==> src/design/ttc_pkg.sv <==
// Package for the triple timer/counter unit: register map, field positions,
// reset values, prescale codes and mode codes.
// Assumes an APB slave with 32-bit data, one register per aligned word.
package ttc_pkg;
    // Printed offsets are not all multiples of four: they are indices
    localparam logic [7:0] IDX_T01_CONTROL = 8'h88;
    localparam logic [7:0] IDX_T01_MODE = 8'h89;
    localparam logic [7:0] IDX_T0_LOW = 8'h8a;
    localparam logic [7:0] IDX_T1_LOW = 8'h8b;
    localparam logic [7:0] IDX_T0_HIGH = 8'h8c;
    localparam logic [7:0] IDX_T1_HIGH = 8'h8d;
    localparam logic [7:0] IDX_T2_LOW = 8'hb4;
    localparam logic [7:0] IDX_T2_HIGH = 8'hb5;
    localparam logic [7:0] IDX_T2_CONTROL = 8'hc8;
    localparam logic [7:0] IDX_PRESCALE = 8'hd1;
    localparam logic [7:0] IDX_IRQ_ACK = 8'he0;

    // Control register fields
    localparam int CTL_TF1 = 7;
    localparam int CTL_TR1 = 6;
    localparam int CTL_TF0 = 5;
    localparam int CTL_TR0 = 4;
    localparam int CTL_IE1 = 3;
    localparam int CTL_IT1 = 2;
    localparam int CTL_IE0 = 1;
    localparam int CTL_IT0 = 0;
    // Mode register fields
    localparam int MOD_SECOND_TIMER_PIN_GATE = 7;
    localparam int MOD_CT1 = 6;
    localparam int MOD_M1_HI = 5;
    localparam int MOD_M1_LO = 4;
    localparam int MOD_FIRST_TIMER_PIN_GATE = 3;
    localparam int MOD_CT0 = 2;
    localparam int MOD_M0_HI = 1;
    localparam int MOD_M0_LO = 0;
    // Timer2 control fields
    localparam int T2_TF = 5;
    localparam int T2_TR = 4;
    localparam int T2_MODE_HI = 3;
    localparam int T2_MODE_LO = 2;
    localparam int T2_PS_HI = 1;
    localparam int T2_PS_LO = 0;
    localparam logic [7:0] T2_CTL_MASK = 8'h3f;
    // Prescale register fields
    localparam int PS_T1_LO = 2;
    localparam int PS_T0_LO = 0;
    localparam logic [7:0] PS_MASK = 8'h3f;
    // Acknowledge register: one bit per serviced vector
    localparam int ACK_IE0 = 0;
    localparam int ACK_TF0 = 1;
    localparam int ACK_IE1 = 2;
    localparam int ACK_TF1 = 3;
    localparam int ACK_TF2 = 4;

    localparam logic [7:0] RESET_BYTE = 8'h00;
    localparam logic [7:0] MODE0_LOW_MASK = 8'h1f;

    localparam logic [6:0] DIV12_LAST = 7'h0b;
    localparam logic [6:0] DIV96_LAST = 7'h5f;

    typedef enum logic [1:0] {
        TTC_PS_DIV12 = 2'b00,
        TTC_PS_DIV1 = 2'b01,
        TTC_PS_DIV96 = 2'b10,
        TTC_PS_NONE = 2'b11
    } ttc_prescale_t;

    typedef enum logic [1:0] {
        TTC_MODE_13BIT = 2'b00,
        TTC_MODE_16BIT = 2'b01,
        TTC_MODE_RELOAD = 2'b10,
        TTC_MODE_SPLIT = 2'b11
    } ttc_mode_t;
endpackage

==> src/design/ttc_timer_unit.sv <==
// Two gated 16-bit timer/counters and a 16-bit timer, all with prescalers, external interrupt
// capture and an APB register slave.
// Assumes pins are asynchronous to pclk; the interrupt controller sits outside.
//
// The APB register port was decided locally.
`timescale 1ns/10ps
module ttc_timer_unit (
    input wire logic pclk,
    input wire logic presetn,
    input wire logic psel,
    input wire logic penable,
    input wire logic pwrite,
    input wire logic [11:0] paddr,
    input wire logic [31:0] pwdata,
    output logic [31:0] prdata,
    output logic pready,
    output logic pslverr,
    input wire logic ext_irq_a_pin,
    input wire logic ext_irq_b_pin,
    input wire logic first_timer_count_pin,
    input wire logic second_timer_count_pin,
    output logic first_timer_irq,
    output logic second_timer_irq,
    output logic third_timer_irq,
    output logic ext_irq_a_irq,
    output logic ext_irq_b_irq
);
    logic [7:0] control;
    logic [7:0] mode;
    logic [7:0] t2_control;
    logic [7:0] prescale;
    logic [7:0] t0_low, t0_high, t1_low, t1_high, t2_low, t2_high;

    // Two-flop synchronisers for the four pins
    logic [3:0] pin_meta, pin_sync, pin_prev;
    always_ff @(posedge pclk or negedge presetn) begin
        if (!presetn) begin
            pin_meta <= 4'hf;
            pin_sync <= 4'hf;
            pin_prev <= 4'hf;
        end else begin
            pin_meta <= {second_timer_count_pin, first_timer_count_pin,
                         ext_irq_b_pin, ext_irq_a_pin};
            pin_sync <= pin_meta;
            pin_prev <= pin_sync;
        end
    end
    logic [3:0] pin_fall;
    assign pin_fall = pin_prev & ~pin_sync;

    // Free-running prescale counters shared by the three timers
    logic [6:0] cnt12, cnt96;
    logic tick12, tick96;
    assign tick12 = (cnt12 == ttc_pkg::DIV12_LAST);
    assign tick96 = (cnt96 == ttc_pkg::DIV96_LAST);
    always_ff @(posedge pclk or negedge presetn) begin
        if (!presetn) begin
            cnt12 <= 7'h00;
            cnt96 <= 7'h00;
        end else begin
            cnt12 <= tick12 ? 7'h00 : cnt12 + 7'h01;
            cnt96 <= tick96 ? 7'h00 : cnt96 + 7'h01;
        end
    end

    function automatic logic ps_tick(input logic [1:0] code, input logic t12,
                                     input logic t96);
        case (ttc_pkg::ttc_prescale_t'(code))
            ttc_pkg::TTC_PS_DIV12: ps_tick = t12;
            ttc_pkg::TTC_PS_DIV1: ps_tick = 1'b1;
            ttc_pkg::TTC_PS_DIV96: ps_tick = t96;
            default: ps_tick = 1'b0;
        endcase
    endfunction

    // Gated units count falls of the interrupt pin while it reads high;
    // a fall cycle sees the pin's previous high level.
    function automatic logic unit_step(input logic run, input logic gate,
                                       input logic cnt_sel, input logic ps,
                                       input logic cnt_fall, input logic irq_fall);
        if (!run)
            unit_step = 1'b0;
        else if (gate)
            unit_step = irq_fall;
        else if (cnt_sel)
            unit_step = cnt_fall;
        else
            unit_step = ps;
    endfunction

    // Next count for one 16-bit pair; returns {overflow, high, low}
    function automatic logic [16:0] count_pair(input logic [1:0] md,
                                               input logic [7:0] lo,
                                               input logic [7:0] hi);
        logic [16:0] r;
        logic [8:0] l9;
        r = {1'b0, hi, lo};
        l9 = {1'b0, lo} + 9'h001;
        case (ttc_pkg::ttc_mode_t'(md))
            ttc_pkg::TTC_MODE_13BIT: begin
                if (lo[4:0] == 5'h1f)
                    r = {(hi == 8'hff), hi + 8'h01, 8'h00};
                else
                    r = {1'b0, hi, 3'b000, lo[4:0] + 5'h01};
            end
            ttc_pkg::TTC_MODE_16BIT: begin
                r = {1'b0, hi, lo} + 17'h00001;
            end
            ttc_pkg::TTC_MODE_RELOAD: begin
                r = l9[8] ? {1'b1, hi, hi} : {1'b0, hi, l9[7:0]};
            end
            default: begin // Split low byte
                r = {l9[8], hi, l9[7:0]};
            end
        endcase
        return r;
    endfunction

    logic [1:0] t0_mode, t1_mode, t2_mode;
    assign t0_mode = mode[ttc_pkg::MOD_M0_HI:ttc_pkg::MOD_M0_LO];
    assign t1_mode = mode[ttc_pkg::MOD_M1_HI:ttc_pkg::MOD_M1_LO];
    assign t2_mode = t2_control[ttc_pkg::T2_MODE_HI:ttc_pkg::T2_MODE_LO];

    logic t0_ps, t1_ps, t2_ps, t0_step, t1_step, t0h_step, t2_step;
    assign t0_ps = ps_tick(prescale[ttc_pkg::PS_T0_LO+:2], tick12, tick96);
    assign t1_ps = ps_tick(prescale[ttc_pkg::PS_T1_LO+:2], tick12, tick96);
    assign t2_ps = ps_tick(t2_control[ttc_pkg::T2_PS_HI:ttc_pkg::T2_PS_LO],
                           tick12, tick96);
    assign t0_step = unit_step(control[ttc_pkg::CTL_TR0], mode[ttc_pkg::MOD_FIRST_TIMER_PIN_GATE],
                               mode[ttc_pkg::MOD_CT0], t0_ps, pin_fall[2], pin_fall[0]);
    assign t1_step = (t1_mode != 2'b11) && unit_step(control[ttc_pkg::CTL_TR1],
                     mode[ttc_pkg::MOD_SECOND_TIMER_PIN_GATE], mode[ttc_pkg::MOD_CT1], t1_ps,
                     pin_fall[3], pin_fall[1]);
    // Split high byte is a plain timer on timer0's prescale, run by timer1's bit
    assign t0h_step = control[ttc_pkg::CTL_TR1] && t0_ps;
    assign t2_step = t2_control[ttc_pkg::T2_TR] && t2_ps;

    logic [16:0] t0_next, t1_next, t2_next;
    logic [8:0] t0h_next;
    assign t0_next = count_pair(t0_mode, t0_low, t0_high);
    assign t1_next = count_pair(t1_mode, t1_low, t1_high);
    assign t2_next = count_pair(t2_mode, t2_low, t2_high);
    assign t0h_next = {1'b0, t0_high} + 9'h001;

    logic t0_ovf, t1_ovf, t2_ovf;
    assign t0_ovf = t0_step && t0_next[16];
    assign t1_ovf = (t1_step && t1_next[16]) ||
                    (t0_mode == 2'b11 && t0h_step && t0h_next[8]);
    assign t2_ovf = t2_step && t2_next[16];

    // APB decode: index is byte address divided by four
    logic wr_en, rd_en, hit;
    logic [7:0] idx, wbyte;
    assign idx = paddr[9:2];
    assign wbyte = pwdata[7:0];
    assign wr_en = psel && penable && pwrite;
    assign rd_en = psel && !penable && !pwrite;
    always_comb begin
        case (idx)
            ttc_pkg::IDX_T01_CONTROL, ttc_pkg::IDX_T01_MODE, ttc_pkg::IDX_T0_LOW,
            ttc_pkg::IDX_T1_LOW, ttc_pkg::IDX_T0_HIGH, ttc_pkg::IDX_T1_HIGH,
            ttc_pkg::IDX_T2_LOW, ttc_pkg::IDX_T2_HIGH, ttc_pkg::IDX_T2_CONTROL,
            ttc_pkg::IDX_PRESCALE, ttc_pkg::IDX_IRQ_ACK: hit = (paddr[11:10] == 2'b00);
            default: hit = 1'b0;
        endcase
    end
    logic [4:0] ack;
    assign ack = (wr_en && idx == ttc_pkg::IDX_IRQ_ACK) ? wbyte[4:0] : 5'h00;

    always_ff @(posedge pclk or negedge presetn) begin
        if (!presetn) begin
            mode <= ttc_pkg::RESET_BYTE;
            prescale <= ttc_pkg::RESET_BYTE;
        end else if (wr_en) begin
            if (idx == ttc_pkg::IDX_T01_MODE)
                mode <= wbyte;
            if (idx == ttc_pkg::IDX_PRESCALE)
                prescale <= wbyte & ttc_pkg::PS_MASK;
        end
    end

    // External interrupt capture; low-level mode re-asserts while held low
    logic ie0_set, ie1_set;
    assign ie0_set = control[ttc_pkg::CTL_IT0] ? pin_fall[0] : !pin_sync[0];
    assign ie1_set = control[ttc_pkg::CTL_IT1] ? pin_fall[1] : !pin_sync[1];

    function automatic logic flag_next(input logic cur, input logic set,
                                       input logic wr, input logic wval,
                                       input logic clr);
        logic v;
        v = wr ? wval : cur;
        if (clr)
            v = 1'b0;
        flag_next = v | set;
    endfunction

    logic cw;
    assign cw = wr_en && idx == ttc_pkg::IDX_T01_CONTROL;
    always_ff @(posedge pclk or negedge presetn) begin
        if (!presetn) begin
            control <= ttc_pkg::RESET_BYTE;
        end else begin
            if (cw) begin
                control[ttc_pkg::CTL_TR1] <= wbyte[ttc_pkg::CTL_TR1];
                control[ttc_pkg::CTL_TR0] <= wbyte[ttc_pkg::CTL_TR0];
                control[ttc_pkg::CTL_IT1] <= wbyte[ttc_pkg::CTL_IT1];
                control[ttc_pkg::CTL_IT0] <= wbyte[ttc_pkg::CTL_IT0];
            end
            control[ttc_pkg::CTL_TF1] <= flag_next(control[ttc_pkg::CTL_TF1], t1_ovf, cw,
                wbyte[ttc_pkg::CTL_TF1], ack[ttc_pkg::ACK_TF1]);
            control[ttc_pkg::CTL_TF0] <= flag_next(control[ttc_pkg::CTL_TF0], t0_ovf, cw,
                wbyte[ttc_pkg::CTL_TF0], ack[ttc_pkg::ACK_TF0]);
            control[ttc_pkg::CTL_IE1] <= flag_next(control[ttc_pkg::CTL_IE1], ie1_set, cw,
                wbyte[ttc_pkg::CTL_IE1], ack[ttc_pkg::ACK_IE1]);
            control[ttc_pkg::CTL_IE0] <= flag_next(control[ttc_pkg::CTL_IE0], ie0_set, cw,
                wbyte[ttc_pkg::CTL_IE0], ack[ttc_pkg::ACK_IE0]);
        end
    end

    logic t2w;
    assign t2w = wr_en && idx == ttc_pkg::IDX_T2_CONTROL;
    always_ff @(posedge pclk or negedge presetn) begin
        if (!presetn) begin
            t2_control <= ttc_pkg::RESET_BYTE;
        end else begin
            if (t2w)
                t2_control[ttc_pkg::T2_TR:0] <= wbyte[ttc_pkg::T2_TR:0];
            t2_control[ttc_pkg::T2_TF] <= flag_next(t2_control[ttc_pkg::T2_TF], t2_ovf,
                t2w, wbyte[ttc_pkg::T2_TF], ack[ttc_pkg::ACK_TF2]);
        end
    end

    // Counters: a software write to a byte wins over a count in that cycle
    always_ff @(posedge pclk or negedge presetn) begin
        if (!presetn) begin
            t0_low <= ttc_pkg::RESET_BYTE;
            t0_high <= ttc_pkg::RESET_BYTE;
        end else begin
            if (t0_step)
                {t0_high, t0_low} <= t0_next[15:0];
            else if (t0_mode == 2'b00)
                t0_low <= t0_low & ttc_pkg::MODE0_LOW_MASK;
            if (t0_mode == 2'b11 && t0h_step)
                t0_high <= t0h_next[7:0];
            if (wr_en && idx == ttc_pkg::IDX_T0_LOW)
                t0_low <= wbyte;
            if (wr_en && idx == ttc_pkg::IDX_T0_HIGH)
                t0_high <= wbyte;
        end
    end

    always_ff @(posedge pclk or negedge presetn) begin
        if (!presetn) begin
            t1_low <= ttc_pkg::RESET_BYTE;
            t1_high <= ttc_pkg::RESET_BYTE;
        end else begin
            if (t1_step)
                {t1_high, t1_low} <= t1_next[15:0];
            else if (t1_mode == 2'b00)
                t1_low <= t1_low & ttc_pkg::MODE0_LOW_MASK;
            if (wr_en && idx == ttc_pkg::IDX_T1_LOW)
                t1_low <= wbyte;
            if (wr_en && idx == ttc_pkg::IDX_T1_HIGH)
                t1_high <= wbyte;
        end
    end

    always_ff @(posedge pclk or negedge presetn) begin
        if (!presetn) begin
            t2_low <= ttc_pkg::RESET_BYTE;
            t2_high <= ttc_pkg::RESET_BYTE;
        end else begin
            if (t2_step)
                {t2_high, t2_low} <= t2_next[15:0];
            else if (t2_mode == 2'b00)
                t2_low <= t2_low & ttc_pkg::MODE0_LOW_MASK;
            if (wr_en && idx == ttc_pkg::IDX_T2_LOW)
                t2_low <= wbyte;
            if (wr_en && idx == ttc_pkg::IDX_T2_HIGH)
                t2_high <= wbyte;
        end
    end

    // Read data is captured in the setup cycle so the access phase has it
    logic [7:0] rbyte;
    always_comb begin
        case (idx)
            ttc_pkg::IDX_T01_CONTROL: rbyte = control;
            ttc_pkg::IDX_T01_MODE: rbyte = mode;
            ttc_pkg::IDX_T0_LOW: rbyte = t0_low;
            ttc_pkg::IDX_T1_LOW: rbyte = t1_low;
            ttc_pkg::IDX_T0_HIGH: rbyte = t0_high;
            ttc_pkg::IDX_T1_HIGH: rbyte = t1_high;
            ttc_pkg::IDX_T2_LOW: rbyte = t2_low;
            ttc_pkg::IDX_T2_HIGH: rbyte = t2_high;
            ttc_pkg::IDX_T2_CONTROL: rbyte = t2_control & ttc_pkg::T2_CTL_MASK;
            ttc_pkg::IDX_PRESCALE: rbyte = prescale;
            default: rbyte = 8'h00;
        endcase
    end

    always_ff @(posedge pclk or negedge presetn) begin
        if (!presetn) begin
            prdata <= 32'h0000_0000;
            pready <= 1'b0;
            pslverr <= 1'b0;
        end else begin
            if (rd_en)
                prdata <= hit ? {24'h000000, rbyte} : 32'h0000_0000;
            pready <= psel && !penable;
            pslverr <= psel && !penable && !hit;
        end
    end

    always_ff @(posedge pclk or negedge presetn) begin
        if (!presetn) begin
            first_timer_irq <= 1'b0;
            second_timer_irq <= 1'b0;
            third_timer_irq <= 1'b0;
            ext_irq_a_irq <= 1'b0;
            ext_irq_b_irq <= 1'b0;
        end else begin
            first_timer_irq <= control[ttc_pkg::CTL_TF0];
            second_timer_irq <= control[ttc_pkg::CTL_TF1];
            third_timer_irq <= t2_control[ttc_pkg::T2_TF];
            ext_irq_a_irq <= control[ttc_pkg::CTL_IE0];
            ext_irq_b_irq <= control[ttc_pkg::CTL_IE1];
        end
    end
endmodule

==> config.mk <==
export PLATFORM = sky130hd
export DESIGN_NAME = ttc_timer_unit
export DESIGN_NICKNAME = d
export VERILOG_FILES = /design/src/design/ttc_pkg.sv /design/src/design/ttc_timer_unit.sv
export SDC_FILE = /design/constraint.sdc
export NUM_CORES = 1
export LEC_CHECK = 0
export BUFFER_PORTS_ARGS = -buffer_cell sky130_fd_sc_hd__buf_2
export CAP_MARGIN = 20
export CELL_PAD_IN_SITES_DETAIL_PLACEMENT = 0
export CELL_PAD_IN_SITES_GLOBAL_PLACEMENT = 1
export CORE_MARGIN = 2
export CORE_UTILIZATION = 30
export DETAILED_ROUTE_END_ITERATION = 10
export PLACE_DENSITY = 0.62
export SLEW_MARGIN = 15
export SYNTH_ARGS = -nofsm -noshare
export SYNTH_HDL_FRONTEND = slang
export SYNTH_SLANG_ARGS = --single-unit
==> constraint.sdc <==
create_clock -name pclk -period 2.68 [get_ports pclk]
set_input_delay 0.134 -clock pclk [delete_from_list [all_inputs] [get_ports pclk]]
set_output_delay 0.134 -clock pclk [all_outputs]
set_load 0.02 [all_outputs]
==> results.py, run 1 <==
metrics = {
    "setup_path": {
        "worstPathCellList": "ha_1, nand4_2, or4_4, a21oi_2, nor2_1, o221a_1, o31ai_2",
        "start_kind": "flip-flop",
        "critPathBufInv": 0,
        "cp.required_ns": 3.03,
        "criticalPathCategory": "reg -> reg",
        "cp-end-kind": "flip-flop",
        "reg2reg_from": "cnt96[0]",
        "critPathSlowestCell": "or4_4",
        "crit_fanout": 6,
        "critPathTopFamily": "simple AND/OR/NAND/NOR gates",
        "slowest_delay_ns": 0.57,
        "cp-startpoint": "cnt96[0]",
        "arrival_ns": 2.86,
    },
    "pwr": {
        "ir_worst_vdd_v": 0.0003463,
        "switching_power_uw": 1291,
        "powerDensity_nw_per_um2": 547.9,
        "intPower_uw": 3580,
        "pwr-share-seq_pct": 38.4,
        "p_total_uw": 4871,
        "p_comb_share_pct": 10.1,
        "p_leak_uw": 0.003485,
        "clkPwrFrac_pct": 51.5,
        "switching_share_pct": 26.51,
    },
    "detailed_routing": {
        "wl_per_cell_um": 19.48,
        "via_per_inst": 5.354,
        "drc": 0,
        "num_vias": 6698,
        "postRouteAntennaNets": 0,
        "wl_um": 24370,
        "drt_iter0_markers": 571,
        "firstDrtPassIters": 5,
    },
    "clock_network": {
        "cts_tree": "done",
        "cts_buffers": 17,
        "clockRootBuffer": "clkbuf_16",
        "clkTransAtPathRegs_ns": 0.06,
        "cts_sinks": 117,
        "clk_latency_ns": 0.43,
        "htreeDepth": 4,
        "cts_setup_buffers": 0,
        "clockBufferDepth": 2,
        "ctsResizeCount": 0,
    },
    "timing": {
        "worst-slew-pin-transition_ns": 0.5755,
        "slew_violations": 0,
        "finClkSkew_ns": 0.008899,
        "finalCritPeriodShare_pct": 93.75,
        "hold_slack_ns": 0.07895,
        "setup_viol": 0,
        "fin_crit_ns": 2.513,
        "slew_headroom_pct": 61.64,
        "rsz0062_at_grt": "false",
        "max_freq_mhz": 398.0,
        "hold_viol_final": 0,
        "tns_ns": 0,
    },
    "logic_synthesis": {
        "synth.distinct_cells": 77,
        "synth_area_leaders": "dfrtp_1, nand2_1, o21ai_0",
        "yosys.area.top_type_share_pct": 34.86,
        "synth_ff_type": "dfrtp_1",
        "synth_area_sq_um": 7537,
        "avgSynthCellArea_sq_um": 8.878,
        "synthCells": 849,
        "synth_warnings": 0,
        "synth_edf_count": 0,
        "yosysSeqAreaShare_pct": 39.04,
        "ys_seq_elements": 117,
        "synth_top_area_cell": "dfrtp_1",
        "ys_async_sr_fraction_pct": 100.0,
    },
    "final_layout": {
        "insertedDiodeCount": 0,
        "final_nets": 972,
        "area_delta_synth_final_pct": 17.96,
        "n_fill_cell": 2563,
        "stdcell_count": 1251,
        "final_area_sq_um": 8891,
        "drive_gt1_share_pct": 18.89,
    },
    "global_routing": {
        "antenna_found_initial": 0,
        "grt_pass1_vias": 6380,
        "overflow": 0,
        "grt_max_degree": 51,
        "grt_usage_pct": 19.21,
        "grt_pass1_wl_um": 38450,
    },
    "place": {
        "routabilityCongestion": 0.8592,
        "placement.cell_area_sq_um": 8164,
        "io_buffers": 41,
        "hpwl_um": 17660,
        "dp_cells": 1210,
    },
    "floorplanning": {
        "start_util_pct": 30.28,
        "num_rows": 58,
        "fp.dieH_um": 162.5,
        "core_area_sq_um": 24890,
        "num_io_pins": 92,
        "die_area_sq_um": 26410,
        "die-width_um": 162.5,
    },
    "run_status": {
        "status": "finished clean",
    },
    "flow_run": {
        "cap_violations": 0,
    },
    "worst_hold_path": {
        "hold_path_class": "in -> reg",
        "holdCritStartpoint": "pwdata[4]",
    },
}
power groups by stage:
stage / sequential [uW] / clock, uW / combinational, uW
4_1_cts: 1870 / 2560 / 497
5_1_grt: 1880 / 2640 / 548
2_1_floorplan: 1880 / 0 / 316
6_report: 1870 / 2510 / 493
3_5_place_dp: 1900 / 0 / 483
3_3_place_gp: 1900 / 0 / 485
flip-flops by register name, summed over array words and instances (netlist names), 6 cells and up:
register,flops
t1_low,8
t2_high,8
mode,8
cnt12,7
t0_high,8
control,8
t0_low,8
prescale,6
t2_low,8
cnt96,7
prdata,8
t1_high,8
t2_control,6
metrics by stage:
stage,util [%],setup WS (ns)
global placement,32.80,0.1836
global route,35.72,0.01516
detailed placement,32.80,0.1713
floorplan,-,0.2701
CTS,35.72,0.1483
finish,35.72,0.1675
cell usage after synthesis (14+ instances only):
library cell,instances
inv_1,20
dfrtp_1,105
o21ai_1,14
nand3_1,38
xor2_1,19
xnor2_1,14
nor2_1,65
clkbuf_1,32
nor3_1,21
o21ai_0,69
a21oi_1,34
nand2_1,100
mux2_2,28
nand4_1,14
buf_4,24
mux2i_1,27
final cells by class:
type	count	area, sq um	share of cell area [%]
clock inverters	14	197.7	2.223
multi-input cells	666	4243	47.72
clock buffers	18	439.2	4.939
inverters	20	75.07	0.8444
well taps	330	412.9	4.644
repair buffers	86	580.6	6.530
flip-flops and latches	117	2943	33.10
logic make-up after synthesis:
kind of cell | Yosys count | synth area share, %
AO/OA/AOI/OAI | 231 | 20.93
XOR/XNOR | 33 | 3.835
adder cells (fa/ha/maj) | 11 | 1.826
buffers and inverters | 89 | 5.893
flip-flops | 117 | 39.04
multiplexers | 55 | 7.769
other | 1 | 0.04975
AND/OR/NAND/NOR | 312 | 20.65
placed cells by master (no fill, tap or decap), types with 17 or more instances in the layout:
master / netlist / final
mux2i_1: 27 / 27
nor2_1: 65 / 65
mux2_2: 28 / 28
o21ai_0: 69 / 69
xor2_1: 19 / 19
nor3_1: 21 / 21
nand2_1: 100 / 100
a21oi_1: 34 / 34
conb_1: 1 / 24
buf_4: 24 / 36
clkbuf_16: 0 / 17
nand3_1: 38 / 38
buf_2: 10 / 40
inv_1: 20 / 20
dfrtp_1: 105 / 105
worst paths after layout:
check                         endpoint  slack, ns  cells past startpoint
setup / recovery            t0_high[4]       0.17                      7
hold / removal               t0_low[4]       0.08                      3
setup reg to reg            t0_high[4]       0.17                      7
hold reg to reg            pin_sync[1]       0.36                      0
max in group asynchronous    prdata[1]       1.62                      3
min in group asynchronous     cnt96[4]       0.24                      2
worst reg2reg max path: cells and delay by family (launching register included):
| family | cells | cell delay (ns) |
|---|---|---|
| AO/OA/AOI/OAI | 3 | 0.83 |
| AND/OR/NAND/NOR | 3 | 0.97 |
| flip-flops | 1 | 0.38 |
| adder cells (fa/ha/maj) | 1 | 0.25 |
repair_timing:
action,4_1_cts,5_1_grt
hold endpoints to repair,37,0
endpoints found under the setup margin,0,1
hold buffers,9,0
routing by layer:
layer | GRT usage, % | part of all wire (%)
met1 | 28.66 | 49
met2 | 28.07 | 43
met3 | 3.158 | 5.5
met4 | 6.356 | 2.0
met5 | 0 | 0
Note: power is estimated with default switching activity, not from simulation.
==> run 2, diff against run 1 <==
--- a/config.mk
+++ b/config.mk
@@ -13,6 +13,7 @@
 export CORE_UTILIZATION = 30
 export DETAILED_ROUTE_END_ITERATION = 10
 export PLACE_DENSITY = 0.62
+export RECOVER_POWER = 50
 export SLEW_MARGIN = 15
 export SYNTH_ARGS = -nofsm -noshare
 export SYNTH_HDL_FRONTEND = slang
==> run 2 against run 1 <==
  * Hold slack improved by 0.00051 ns
  * Via count increased by 0.12%
  * Critical path depth unchanged
  * Cell area decreased by 0.39%
  * Fmax decreased by 0.15%
  * Cell count unchanged
  * Combinational power decreased by 0.8%
  * Register-to-register slack about the same
  * Sequential power about the same
  * Sequential share of layout area increased by 0.13 points
  * Die area unchanged
  * Clock skew increased by 0.0015 ns
  * Highest routed layer unchanged
==> results.py, run 2 (synthesis results as in run 1) <==
metrics = {
    "run_status": {
        "status": "finished clean",
    },
    "final_layout": {
        "insertedDiodeCount": 0,
        "mostFrequentLayoutCells": "dfrtp_1, nand2_1, o21ai_0",
        "area.sequential_sq_um": 2943,
        "stdcell_count": 1251,
        "final_area_sq_um": 8856,
        "area_delta_synth_final_pct": 17.50,
        "multi_input_area_sq_um": 4243,
        "final_common_cell": "dfrtp_1",
        "final_nets": 972,
        "n_fill_cell": 2575,
        "drive_gt1_share_pct": 16.94,
    },
    "floorplanning": {
        "num_rows": 58,
        "fp.dieH_um": 162.5,
        "die_area_sq_um": 26410,
        "num_io_pins": 92,
        "start_util_pct": 30.28,
        "die-width_um": 162.5,
        "core_area_sq_um": 24890,
    },
    "global_routing": {
        "grt_max_degree": 51,
        "antenna_found_initial": 0,
        "grt_pass1_wl_um": 38450,
        "overflow": 0,
        "grt_pass1_vias": 6380,
        "grt_usage_pct": 19.21,
    },
    "detailed_routing": {
        "route.met3.wl_um": 1369,
        "drc": 0,
        "num_vias": 6706,
        "via_per_inst": 5.361,
        "firstDrtPassIters": 5,
        "wl_um": 24430,
        "topRoutingLayerUsed": "met4",
        "wl_met1_um": 12060,
        "postRouteAntennaNets": 0,
        "wl_per_cell_um": 19.53,
        "wl_met2_um": 10510,
        "drt_iter0_markers": 541,
    },
    "clock_network": {
        "cts_setup_buffers": 0,
        "cts_buffers": 17,
        "cts_tree": "done",
        "clockBufferDepth": 2,
        "cts_sinks": 117,
        "clk_latency_ns": 0.43,
        "htreeDepth": 4,
        "ctsResizeCount": 0,
        "clkTransAtPathRegs_ns": 0.06,
        "clockRootBuffer": "clkbuf_16",
    },
    "pwr": {
        "ir_worst_vdd_v": 0.0003486,
        "powerDensity_nw_per_um2": 549.7,
        "p_leak_uw": 0.003428,
    },
    "setup_path": {
        "cp.required_ns": 3.03,
        "crit_fanout": 6,
        "criticalPathCategory": "reg -> reg",
        "start_kind": "flip-flop",
        "cp-end-kind": "flip-flop",
        "arrival_ns": 2.86,
    },
    "place": {
        "hpwl_um": 17660,
        "dp_cells": 1210,
        "routabilityCongestion": 0.8592,
        "placement.cell_area_sq_um": 8164,
        "io_buffers": 41,
    },
    "timing": {
        "max_freq_mhz": 397.4,
        "tns_ns": 0,
        "hold_viol_final": 0,
        "finClkSkew_ns": 0.01043,
        "slew_violations": 0,
        "fin_crit_ns": 2.516,
        "slew_headroom_pct": 21.71,
        "worst-slew-pin-transition_ns": 1.174,
        "setup_viol": 0,
        "rsz0062_at_grt": "false",
        "finalCritPeriodShare_pct": 93.89,
    },
    "flow_run": {
        "cap_violations": 0,
    },
    "worst_hold_path": {
        "hold_path_class": "in -> reg",
    },
}
[run 2: cell types whose count changed in the layout (fill, tap and decap cells not counted), sizes merged]
cell,before,now
buf,77,62
clkbuf,18,33
[run 2: critical path, cell delays in order (launching register included)]
cell	delay, ns
dfrtp_1	0.38
ha_1	0.25
nand4_2	0.20
or4_4	0.57
a21oi_2	0.34
nor2_1	0.20
o221a_1	0.29
o31ai_2	0.20
[run 2: layer usage]
layer | global-route usage, % | vias up
li1 | - | 3190
met1 | 28.66 | 3279
met2 | 28.07 | 203
met3 | 3.158 | 34
met4 | 6.356 | 0
met5 | 0 | -
[run 2: power by group]
part / total (uW) / switching [uW] / internal, uW
clock: 2510 / 919 / 1590
combinational: 489 / 317 / 173
sequential: 1870 / 57.6 / 1810
[run 2: through the flow]
step           utilization (%)  total power (uW)  setup WS, ns  hold WS (ns)
6_report                 35.58              4868        0.1638       0.07947
2_1_floorplan                -              2197        0.2701       -0.1616
4_1_cts                  35.72              4923        0.1483       0.06247
3_5_place_dp             32.80              2384        0.1713        0.1815
3_3_place_gp             32.80              2385        0.1836        0.1863
5_1_grt                  35.58              5059       0.01516        0.1005
[run 2: area by class of cell]
class / count / share of cell area, %
Clock buffer: 18 / 4.959
Clock inverter: 14 / 2.232
Timing Repair Buffer: 86 / 6.160
Tap cell: 330 / 4.662
Inverter: 20 / 0.8477
Multi-Input combinational cell: 666 / 47.91
Sequential cell: 117 / 33.23
[run 2: timing repair]
| action | 4_1_cts | 5_1_grt |
|---|---|---|
| setup endpoints to repair | 0 | 1 |
| hold endpoints to repair | 37 | 0 |
| hold buffers | 9 | 0 |
[run 2: path summary, 6_finish.rpt]
path / cells past startpoint / endpoint / slack [ns] / from
setup / recovery: 7 / t0_high[4] / 0.16 / cnt96[0]
hold / removal: 3 / t0_low[4] / 0.08 / pwdata[4]
setup reg to reg: 7 / t0_high[4] / 0.16 / cnt96[0]
hold reg to reg: 0 / pin_sync[1] / 0.36 / pin_meta[1]
max in group asynchronous: 3 / prdata[3] / 0.47 / presetn
min in group asynchronous: 2 / cnt96[4] / 0.44 / presetn
